<file path="src/common/fault_regs_consts.vh">
// Command codes, field positions and reset values of the fault status and enable registers
`ifndef FAULT_REGS_CONSTS_VH
`define FAULT_REGS_CONSTS_VH
`define CMD_LIVE_STATUS 8'h00
`define CMD_LATCH_ENABLE 8'h08
`define CMD_LATCHED_FLAGS 8'h11
`define LATCH_ENABLE_RESET 16'h0000
`define NUM_FAULT_BITS 14
`define BIT_CH0A_OV 0
`define BIT_CH0A_UV 1
`define BIT_CH1A_OV 5
`define BIT_CH1A_UV 6
`define BIT_RESERVO_CH0A 14
`define BIT_RESERVO_CH1A 15
`endif

</file>
<file path="src/core/reservo_trigger.v">
// One-shot re-servo request for one channel on a live voltage fault
`timescale 1ns/10ps
`default_nettype none
module reservo_trigger
(
  // Clock and reset
  input wire clk,
  input wire rstn,
  // Conditions
  input wire reservo_on_event,
  input wire servo_enabled,
  input wire continuous_servo,
  input wire monitor_select,
  input wire voltage_fault,
  // Request
  output reg reservo_request
);
  reg fault_seen;
  wire armed;

  // Gated by servo enable, single-shot mode and monitoring
  assign armed = reservo_on_event & servo_enabled & ~continuous_servo & monitor_select;

  // Rising fault edge so a persistent fault asks for one servo, not a stream
  always @(posedge clk)
  begin
    if (!rstn)
    begin
      fault_seen <= 1'b0;
      reservo_request <= 1'b0;
    end
    else
    begin
      fault_seen <= voltage_fault;
      reservo_request <= armed & voltage_fault & ~fault_seen;
    end
  end
endmodule
`default_nettype wire

</file>
<file path="src/core/supply_fault_status_enable.v">
// Live fault status, enable mask and latched flags with fault-driven re-servo requests
`include "fault_regs_consts.vh"
`timescale 1ns/10ps
`default_nettype none
// Overview of operation
// Channel faults map to live status bits 0 through 9 in fixed order.
// Status bit is one while fault is present; rails at 10-13; 15:14 zero.
// Live status follows present conditions without latching.
// Fourteen enable bits default zero; zero holds matching latched flag at zero.
// Enabled live fault sets its latched flag.
// Enable bit 14 requests one re-servo of chan0a on live OV or UV.
// Chan0a re-servo needs servo on, continuous mode off, monitoring on.
// Enable bit 15 does the same for chan1a under same conditions.
// Latched flags hold until the latched register is read, then clear.
// Writing zero to an enable bit clears its latched flag at once.
// Live status at command 0x00 read-only; enable mask at 0x08 read/write.
// Writes to live status change nothing.
module supply_fault_status_enable
(
  // Clock and reset
  input wire clk,
  input wire rstn,
  // Live fault comparators, asynchronous to clk
  input wire chan0a_overvoltage_now,
  input wire chan0a_undervoltage_now,
  input wire chan0a_dac_limit_now,
  input wire chan0b_overvoltage_now,
  input wire chan0b_undervoltage_now,
  input wire chan1a_overvoltage_now,
  input wire chan1a_undervoltage_now,
  input wire chan1a_dac_limit_now,
  input wire chan1b_overvoltage_now,
  input wire chan1b_undervoltage_now,
  input wire supply_rail_over_now,
  input wire supply_rail_under_now,
  input wire twelve_volt_over_now,
  input wire twelve_volt_under_now,
  // Servo configuration from the servo and monitor registers
  input wire chan0a_servo_enabled,
  input wire chan0a_continuous_servo,
  input wire chan0a_monitor_select,
  input wire chan1a_servo_enabled,
  input wire chan1a_continuous_servo,
  input wire chan1a_monitor_select,
  // Word access from the command decoder
  input wire [7:0] cmd_code,
  input wire wr_strobe,
  input wire [15:0] wr_data,
  input wire rd_strobe,
  output reg [15:0] rd_data,
  output reg rd_valid,
  // Results
  output reg [13:0] latched_event_flags,
  output reg chan0a_reservo_request,
  output reg chan1a_reservo_request
);
  reg [13:0] sync1;
  reg [13:0] live;
  reg [15:0] latch_enable_mask;
  reg [13:0] next_flags;
  wire [13:0] raw_faults;
  wire [15:0] live_status_word;
  wire req0;
  wire req1;
  wire mask_wr;
  wire flags_rd;
  wire chan0a_vfault;
  wire chan1a_vfault;
  wire [13:0] fault_sets;
  reg [15:0] next_rd_data;

  // Command decode shared by the write and clear paths
  function cmd_is;
    input [7:0] code;
    input [7:0] target;
    begin
      cmd_is = (code == target);
    end
  endfunction

  // Either voltage fault of a channel can ask for a re-servo; current-DAC faults cannot
  function volt_fault;
    input ov;
    input uv;
    begin
      volt_fault = ov | uv;
    end
  endfunction

  // Pins from the analog side are asynchronous; live view lags pins by two cycles
  assign raw_faults = {
    twelve_volt_under_now,
    twelve_volt_over_now,
    supply_rail_under_now,
    supply_rail_over_now,
    chan1b_undervoltage_now,
    chan1b_overvoltage_now,
    chan1a_dac_limit_now,
    chan1a_undervoltage_now,
    chan1a_overvoltage_now,
    chan0b_undervoltage_now,
    chan0b_overvoltage_now,
    chan0a_dac_limit_now,
    chan0a_undervoltage_now,
    chan0a_overvoltage_now
  };

  always @(posedge clk)
  begin
    if (!rstn)
    begin
      sync1 <= 14'h0000;
      live <= 14'h0000;
    end
    else
    begin
      sync1 <= raw_faults;
      live <= sync1;
    end
  end

  assign live_status_word = {2'b00, live};

  // Per-channel voltage fault and the enabled set terms
  assign chan0a_vfault = volt_fault(live[`BIT_CH0A_OV], live[`BIT_CH0A_UV]);
  assign chan1a_vfault = volt_fault(live[`BIT_CH1A_OV], live[`BIT_CH1A_UV]);
  assign fault_sets = live & latch_enable_mask[13:0];

  assign mask_wr = wr_strobe && cmd_is(cmd_code, `CMD_LATCH_ENABLE);
  assign flags_rd = rd_strobe && cmd_is(cmd_code, `CMD_LATCHED_FLAGS);

  always @(posedge clk)
  begin
    if (!rstn)
      latch_enable_mask <= `LATCH_ENABLE_RESET;
    else if (mask_wr)
      latch_enable_mask <= wr_data;
  end

  // Read clears first, then live faults set again: a set in the read cycle is kept
  always @*
  begin
    next_flags = latched_event_flags;
    if (flags_rd)
      next_flags = 14'h0000;
    next_flags = next_flags | fault_sets;
    next_flags = next_flags & latch_enable_mask[13:0];
    if (mask_wr)
      next_flags = next_flags & wr_data[13:0];
  end

  always @(posedge clk)
  begin
    if (!rstn)
      latched_event_flags <= 14'h0000;
    else
      latched_event_flags <= next_flags;
  end

  // Unknown codes read as zero
  always @*
  begin
    next_rd_data = 16'h0000;
    case (cmd_code)
      `CMD_LIVE_STATUS: next_rd_data = live_status_word;
      `CMD_LATCH_ENABLE: next_rd_data = latch_enable_mask;
      `CMD_LATCHED_FLAGS: next_rd_data = {2'b00, latched_event_flags};
      default: next_rd_data = 16'h0000;
    endcase
  end

  always @(posedge clk)
  begin
    if (!rstn)
    begin
      rd_data <= 16'h0000;
      rd_valid <= 1'b0;
    end
    else
    begin
      rd_valid <= rd_strobe;
      if (rd_strobe)
        rd_data <= next_rd_data;
    end
  end

  reservo_trigger u_reservo0
  (
    .clk(clk),
    .rstn(rstn),
    .reservo_on_event(latch_enable_mask[`BIT_RESERVO_CH0A]),
    .servo_enabled(chan0a_servo_enabled),
    .continuous_servo(chan0a_continuous_servo),
    .monitor_select(chan0a_monitor_select),
    .voltage_fault(chan0a_vfault),
    .reservo_request(req0)
  );

  reservo_trigger u_reservo1
  (
    .clk(clk),
    .rstn(rstn),
    .reservo_on_event(latch_enable_mask[`BIT_RESERVO_CH1A]),
    .servo_enabled(chan1a_servo_enabled),
    .continuous_servo(chan1a_continuous_servo),
    .monitor_select(chan1a_monitor_select),
    .voltage_fault(chan1a_vfault),
    .reservo_request(req1)
  );

  // Outputs straight from flops
  always @(posedge clk)
  begin
    if (!rstn)
    begin
      chan0a_reservo_request <= 1'b0;
      chan1a_reservo_request <= 1'b0;
    end
    else
    begin
      chan0a_reservo_request <= req0;
      chan1a_reservo_request <= req1;
    end
  end
endmodule
`default_nettype wire

</file>
<file path="config.mk">
export PLATFORM = sky130hd
export DESIGN_NAME = supply_fault_status_enable
export DESIGN_NICKNAME = d
export VERILOG_FILES = /design/src/core/reservo_trigger.v /design/src/core/supply_fault_status_enable.v
export VERILOG_INCLUDE_DIRS = /design/src /design/src/common
export SDC_FILE = /design/constraint.sdc
export NUM_CORES = 1
export LEC_CHECK = 0
export ABC_AREA = 1
export BUFFER_PORTS_ARGS = -buffer_cell sky130_fd_sc_hd__buf_2
export CAP_MARGIN = 20
export CORE_UTILIZATION = 34
export DETAILED_ROUTE_END_ITERATION = 10
export HOLD_SLACK_MARGIN = 0.15
export SKIP_LAST_GASP = 1
export SLEW_MARGIN = 0
export SYNTH_ARGS = -nofsm -noshare
export SYNTH_HDL_FRONTEND = slang
export SYNTH_SLANG_ARGS = --single-unit
</file>
<file path="constraint.sdc">
create_clock -name clk -period 2.1 [get_ports clk]
set_input_delay 0.315 -clock clk [delete_from_list [all_inputs] [get_ports clk]]
set_output_delay 0.315 -clock clk [all_outputs]
set_load 0.02 [all_outputs]
</file>
==> results.md, run 1 <==
* Dpl hpwl at 5370 um
* Row cnt at 34
* Die span in x at 98.8 um
* Share of cells above drive strength 1 at roughly a quarter
* Detailed-router iteration count before antenna repair at 4
* Synth area leader: dfxtp_1
* Synthesized area per cell at 7.66 um^2
* Hold Buf Count CTS at 14
* Initial Utilization at 35.8%
* Cell variety after synth at 25
* Leak Pwr at between 0.0015 and 0.002 uW
* Avg WL per Cell at between 10 and 15 um
* Initial antenna violation count at 0
* Post-Syn Area at 0.00319 mm^2
* RSZ-0062 raised after global routing: no
* Post-layout nets at ~560
* CP Class: in2reg
* Die ar. at approximately 0.0098 mm^2
* Min cycle time layout at roughly 1.3 ns
* Placer Congestion at between 0.7 and 0.8
* Top post-synthesis cells by area: dfxtp_1 51%, nand2_1 12%, nand3_1 8.8%, inv_1 6.4%, a21oi_1 4.9%
* Crit start category: input pin
* Vias per inst at approximately 4.4
* Slew Viols, Final at 0
* Worst-path clk slew at around 0.08 ns
* Status: complete, no violations
* First-pass GRT wire length at 12500 um
* Post-synth top area share at approximately half
* Crit share post-route at a little over three fifths
* Residual DRC count at 0
* Worst endpoint data arrival time at 1.58 ns
* EDFF count, synth at 0
* Largest net degree at the start of global routing at 36
* Fin util at approximately 45%
* Vias at between 2000 and 3000
* Final WL at about 7300 um
* Vias in the first global route at between 2000 and 3000
* Setup violators final at 0
* CTS tree: yes
* CTS Sinks at 81
* Synth warn at 0
* GRT Resource Usage Total at between 15 and 20%
* Synth Flop Type: dfxtp_1
* Crit-path max FO at 20
* Cell Area, Placed at between 0.003 and 0.004 mm^2
* RR Startpoint: live[0]$_SDFF_PN0_
* Worst Hold Class: in2reg
* Required @ worst endpoint at about 2.4 ns
* Worst skew pair latency at between 0.3 and 0.4 ns
* Layout Skew at slightly below 0.009 ns
* Final Hold Viols at 0
* # resized after CTS at 0
* Setup Fix Bufs, Post-CTS at 0
* Maximum vdd drop at between 500 and 600 uV
* Root Buffer: clkbuf_8
* ANT nets after route at 0
* # port buffers at 80
* # diodes at 0
* Pre-CTS setup slack at between 0.4 and 0.5 ns
* DRT iter0 DRCs at 168
* Layout area overhead at 25.5%
* Area of the core at about 0.0089 mm^2
* Placed Cells at ~600
* Max-slew headroom at between 50% and 60%
* Fin area at about 0.0040 mm^2
* Synth Net Count at 464
* H-tree Lvls at 3
* Setup TNS at 0 ns
* Post-route worst setup slack at slightly below 0.8 ns
* Sequential share of the synthesized area at slightly above 50%
* Synth Instances at ~420
* Hold Crit Start: wr_data[14]
* Max Cap Viol at 0
* Clk buf depth at 2
* Num CTS Buffers at 9
* Number of synthesized register bits at ~80
* Pwr dens at about 700 mW/mm^2
* Ports at 81
* Setup crit start: cmd_code[4]
* Chip Height at roughly 100 um
* Fillers at between 900 and 1000
* Overflow after GRT at 0
* CP Capture Type: register
* Max Fclk at roughly 750 MHz
* Post-synthesis async set-or-reset flop share at 0%
* Slew at the pin closest to its max-slew limit at between 0.6 and 0.7 ns
* Fin cells at between 600 and 700
[sequential cells by signal (all words and copies together), names as in the netlist, 14 cells and up]
signal	cells
latch_enable_mask	16
latched_event_flags	14
live	14
rd_data	16
sync1	14
[logic make-up after synthesis]
| family | Yosys count | share of synthesized area, % |
|---|---|---|
| flip-flops | 81 | 50.9 |
| buffers and inverters | 79 | 10.9 |
| AND/OR/NAND/NOR | 194 | 27.1 |
| AO/OA/AOI/OAI | 62 | 11.1 |
[worst paths after layout]
check	to	slack, ns	cells after the start
hold reg to reg	live[0]$_SDFF_PN0_	0.41	2
setup / recovery	latched_event_flags[11]$_SDFF_PN0_	0.77	10
setup reg to reg	u_reservo0.reservo_request$_SDFF_PN0_	1.27	2
hold / removal	latch_enable_mask[14]$_SDFFE_PN0N_	0.19	3
[synth_stat cells, types with 4 or more instances]
| cell type | n |
|---|---|
| buf_4 | 5 |
| dfxtp_1 | 81 |
| buf_2 | 6 |
| a21oi_2 | 11 |
| inv_1 | 54 |
| o21ai_0 | 4 |
| a21oi_1 | 31 |
| nor2_1 | 28 |
| nand2_1 | 98 |
| clkbuf_1 | 6 |
| nand3_1 | 56 |
| o21ai_1 | 15 |
[power by group]
group          internal [uW]  leakage (uW)  switching, uW
sequential              1570      0.000659           13.5
combinational           81.2       0.00124            103
clock                    492     0.0000846            540
[per-layer routing]
metal  up-vias  global-route usage [%]  share of wire (%)
li1       1489                       -                  -
met1      1198                    21.4                 48
met2        73                    25.9                 45
met3         7                    4.75                6.5
met4         0                    5.51               0.64
met5         -                       0                  0
[cell usage in the layout, fill, tap and decap left out]
master          n
a21oi_1        31
nor2_8          1
nand2_1        98
nor2_1         28
nand3_1        56
clkbuf_8       11
nor2_4          2
nor3_1          1
buf_4           8
nand3_2         1
clkbuf_1        1
dfxtp_1        81
nor3b_1         2
clkinv_2        1
nand2_4         1
o21ai_1        15
a21oi_2        11
inv_1          54
buf_2          80
o21ai_0         4
clkinvlp_4      3
nor2_2          2
a21o_1          1
inv_4           1
inv_2           3
buf_12          1
dlygate4sd3_1  14
nand2_2         2
[critical path, stage by stage]
cell	delay, ns
buf_2	0.11
nor2_1	0.13
nand2_2	0.11
inv_4	0.17
nand2_4	0.09
nor2_8	0.25
buf_12	0.20
nand2_1	0.07
nand3_1	0.07
nor2_1	0.05
[stage by stage]
stage               hold slack, ns  power, uW
finish                       0.192       2800
floorplan                    0.390       1710
global route                 0.192       2920
detailed placement           0.395       1780
global placement             0.395       1780
CTS                          0.187       2830
[final cells by class]
cell class	instances	area, um^2	share of cell area [%]
clock inverters	4	27.5	0.689
repair buffers	103	621	15.5
clock buffers	12	155	3.88
inverters	58	220	5.51
well taps	108	135	3.38
flip-flops and latches	81	1620	40.6
multi-input cells	256	1220	30.4
(Power assumes the default switching activity.)
==> inputs of run 2 (changes only) <==
Settings changed: ABC_AREA 1 to 0.
Clock period 2.1 ns to 1.3 ns, I/O delays scaled along.
==> run 2 against run 1 <==
Effect of this change:
- the flow now finishes with violations (negative setup slack)
- synthesized area is 4.8% lower
- sequential power is 61% higher
- synthesized cell count is 27% lower
- die area is 4.7% lower
==> results.md, run 2 <==
* Final WL at 7790 um (+6.4%)
* Die span in x at 96.4 um (-2.4%)
* Post-Syn Area at 0.00303 mm^2 (-4.8%)
* Worst Hold Class: in2reg
* Regs by FF count: latch_enable_mask x16, rd_data x16
* Max Fclk at approximately 740 MHz
* Worst endpoint data arrival time at 1.62 ns (+0.04 ns)
* Crit start category: input pin
* Slowest stage delay, CP at 0.57 ns (+0.32 ns)
* Hold Path Stages at 3 (unchanged)
* Layout area overhead at 41.4%
* Post-synth top cells: 81 x dfxtp_1, 48 x nand2_1, 30 x and2_1
* Synthesized area per cell at 10.0 um^2 (+31%)
* Critical Path Sink: latch_enable_mask[1]$_SDFFE_PN0N_
* Synth area leader: dfxtp_1
* R2r setup slk at 0.27 ns (-1.00 ns)
* Pwr dens at 1100 mW/mm^2 (+57%)
* Total power draw at 4710 uW (+68%)
* Post-route worst setup slack at -0.0479 ns (-0.822 ns)
* DRT iter0 DRCs at 126 (-25%)
* Setup violators final at 18 (+18)
* Top post-synthesis cells by area: dfxtp_1 53%, and2_1 6.2%, nand2_1 5.9%, o211ai_2 5.8%, mux2_2 5.2%
* Fin cells at 542 (-13%)
* Fin util at 49.4% (+4.4 points)
* Number of cells on the critical path at 8 (-2)
* Die ar. at 0.00930 mm^2 (-4.7%)
* CP bufs+invs at 4 (+1)
* Simple-Gate Fraction of Synth Area at 18.9% (-8.1 points)
* Violated checks: negative setup slack
* Avg WL per Cell at 14.4 um (+22%)
* Final Hold Viols at 0 (unchanged)
* Cell variety after synth at 33 (+32%)
* Post-synthesis xor/xnor area fraction at 0% (unchanged)
* Max-slew headroom at 43.0% (-16 points)
* Largest net degree at the start of global routing at 65 (+81%)
* Num CTS Buffers at 9 (unchanged)
* Main combinational cell family by area after synthesis: compound AO/OA/AOI/OAI gates
* Min cycle time layout at approximately 1.3 ns
* Fin area at 0.00429 mm^2 (+7.3%)
* Detailed-router iteration count before antenna repair at 4 (unchanged)
* ANT nets after route at 0 (unchanged)
* Mux cell area share after synthesis at 5.20% (+5.2 points)
* Initial antenna violation count at 0 (unchanged)
* RR Startpoint: latch_enable_mask[13]$_SDFFE_PN0N_
* Chip Height at 96.4 um (-2.4%)
* Root Buffer: clkbuf_8
* # diodes at 0 (unchanged)
* Ports at 81 (unchanged)
* Vias at 2559 (-7.5%)
* Required @ worst endpoint at 1.57 ns (-0.78 ns)
* Fillers at 828 (-12%)
* CP Class: in2reg
* Most frequent cells in the layout: 81 x dfxtp_1, 79 x buf_2, 46 x nand2_1
* Post-synth top area share at 53.5% (+2.6 points)
* Area of the core at 0.00868 mm^2 (-2.4%)
* Most common cell after layout, fill and taps aside: dfxtp_1
* Status: complete, but fails checks
* First-pass GRT wire length at 11700 um (-6.1%)
* EDFF count, synth at 0 (unchanged)
* Row cnt at 34 (unchanged)
* Cell Area, Placed at 0.00361 mm^2 (-1.8%)
* Placer Congestion at 0.788 (-0.44%)
* Setup crit start: cmd_code[0]
* Share of cells above drive strength 1 at 34.8% (+9.9 points)
* GRT Resource Usage Total at 17.2% (+0.82 points)
* RR Endpoint: rd_data[13]$_SDFFE_PN0P_
* Worst path cell trace: buf_6 > or4_4 > buf_6 > nor3_4 > buf_4 > buf_12 > nand2_1 > a21boi_0
* Compound-Gate Fraction of Synth Area at 19.1% (+8.0 points)
* Overflow after GRT at 0 (unchanged)
* Slew Viols, Final at 0 (unchanged)
* Synth Net Count at 351 (-24%)
* Synth Instances at 303 (-27%)
* Post-layout nets at 478 (-14%)
* Maximum vdd drop at 610 uV (+17%)
* H-tree Lvls at 3 (unchanged)
* RSZ-0062 raised after global routing: yes
* Leak Pwr at 0.00176 uW (-11%)
* CTS Sinks at 81 (unchanged)
* CTS tree: yes
* Crit path max-delay family: simple AND/OR/NAND/NOR gates
* Pre-CTS setup slack at -0.463 ns (-0.877 ns)
* Dpl hpwl at 4850 um (-9.7%)
* Vias per inst at 4.72 (+6.1%)
* Layout Skew at 0.00794 ns (-0.000987 ns)
* Adder-Cell Fraction of Synth Area at 0% (unchanged)
* Max Cap Viol at 0 (unchanged)
* Crit share post-route at 104%
* Clk buf depth at 2 (unchanged)
* Synth warn at 0 (unchanged)
* Initial Utilization at 34.9% (-0.90 points)
* Sequential share of the synthesized area at 53.5% (+2.6 points)
* Placed Cells at 485 (-18%)
* Worst skew pair latency at 0.34 ns (-0.02 ns)
* Residual DRC count at 0 (unchanged)
* CP max stage cell: or4_4
* Vias in the first global route at 2345 (-11%)
* Worst-path clk slew at 0.08 ns (about the same)
* CP Capture Type: register
* R2R cell count at 3 (+1)
* # port buffers at 80 (unchanged)
* Slew at the pin closest to its max-slew limit at 0.853 ns (+0.236 ns)
* Most numerous cell in the Yosys netlist: dfxtp_1
* Number of synthesized register bits at 81 (unchanged)
* Post-synthesis async set-or-reset flop share at 0% (unchanged)
* Synth Flop Type: dfxtp_1
* Most frequent CP cell: buf_6
* Crit-path max FO at 8 (-60%)
==> run 2: cell types whose count changed in the layout (fill, tap and decap cells not counted), moves of 17 or more <==
cell           delta
inv_1            -53
and2_1           +30
dlygate4sd3_1    +23
nand2_1          -52
nand3_1          -55
a21oi_1          -17
==> run 2: worst min-delay path by stage <==
stage	start	slack [ns]	endpoint
after floorplan	rd_strobe	0.31	rd_valid$_SDFF_PN0_
after global placement	u_reservo0.fault_seen$_SDFF_PN0_	0.39	u_reservo0.reservo_request$_SDFF_PN0_
after detailed placement	u_reservo1.fault_seen$_SDFF_PN0_	0.38	u_reservo1.reservo_request$_SDFF_PN0_
after CTS	rd_strobe	0.17	rd_valid$_SDFF_PN0_
after global routing	rd_strobe	0.18	rd_data[14]$_SDFFE_PN0P_
final	rd_strobe	0.18	rd_data[14]$_SDFFE_PN0P_
==> run 2: timing repair <==
item	in CTS	in global routing
gates resized for setup	9	15
endpoints found under the hold margin	45	0
setup endpoints to repair	39	33
cloned	3	0
setup buffers	2	0
pin swaps	6	9
hold buffers	37	0
==> run 2: power breakdown <==
group	total, uW	switching (uW)	internal [uW]
combinational	340	140	200
sequential	2540	18.6	2520
clock	1820	898	926
total	4710	1060	3650
==> run 2: final cells by class <==
type	count	area [um^2]	area share [%]
Sequential cell	81	1620	37.8
Timing Repair Buffer	133	962	22.4
Multi-Input combinational cell	204	1370	32.0
Tap cell	108	135	3.15
Inverter	1	3.75	0.0876
Clock inverter	5	56.3	1.31
Clock buffer	10	138	3.21
==> run 2: cells by family after synthesis <==
group | count (synthesis)
buffers and inverters | 20
AND/OR/NAND/NOR | 111
multiplexers | 14
flip-flops | 81
AO/OA/AOI/OAI | 77
==> run 2: worst reg2reg max path, cell delays in order, from the launching register on <==
cell and delay [ns]:
dfxtp_1 0.34, mux2_2 0.27, a22oi_1 0.21, o21ai_1 0.10
==> run 2: metal layers <==
metal / wire length (um) / global-route usage [%]
met5: 0 / 0
met1: 3510 / 21.8
met4: 252 / 9.80
met2: 3690 / 27.5
met3: 337 / 3.13
==> run 2: metrics by stage <==
step	setup TNS (ns)	hold WS [ns]
after global routing	-0.989	0.182
after CTS	-0.835	0.169
after global placement	-17.72	0.385
final	-0.377	0.184
after detailed placement	-18.79	0.379
after floorplan	-8.94	0.306
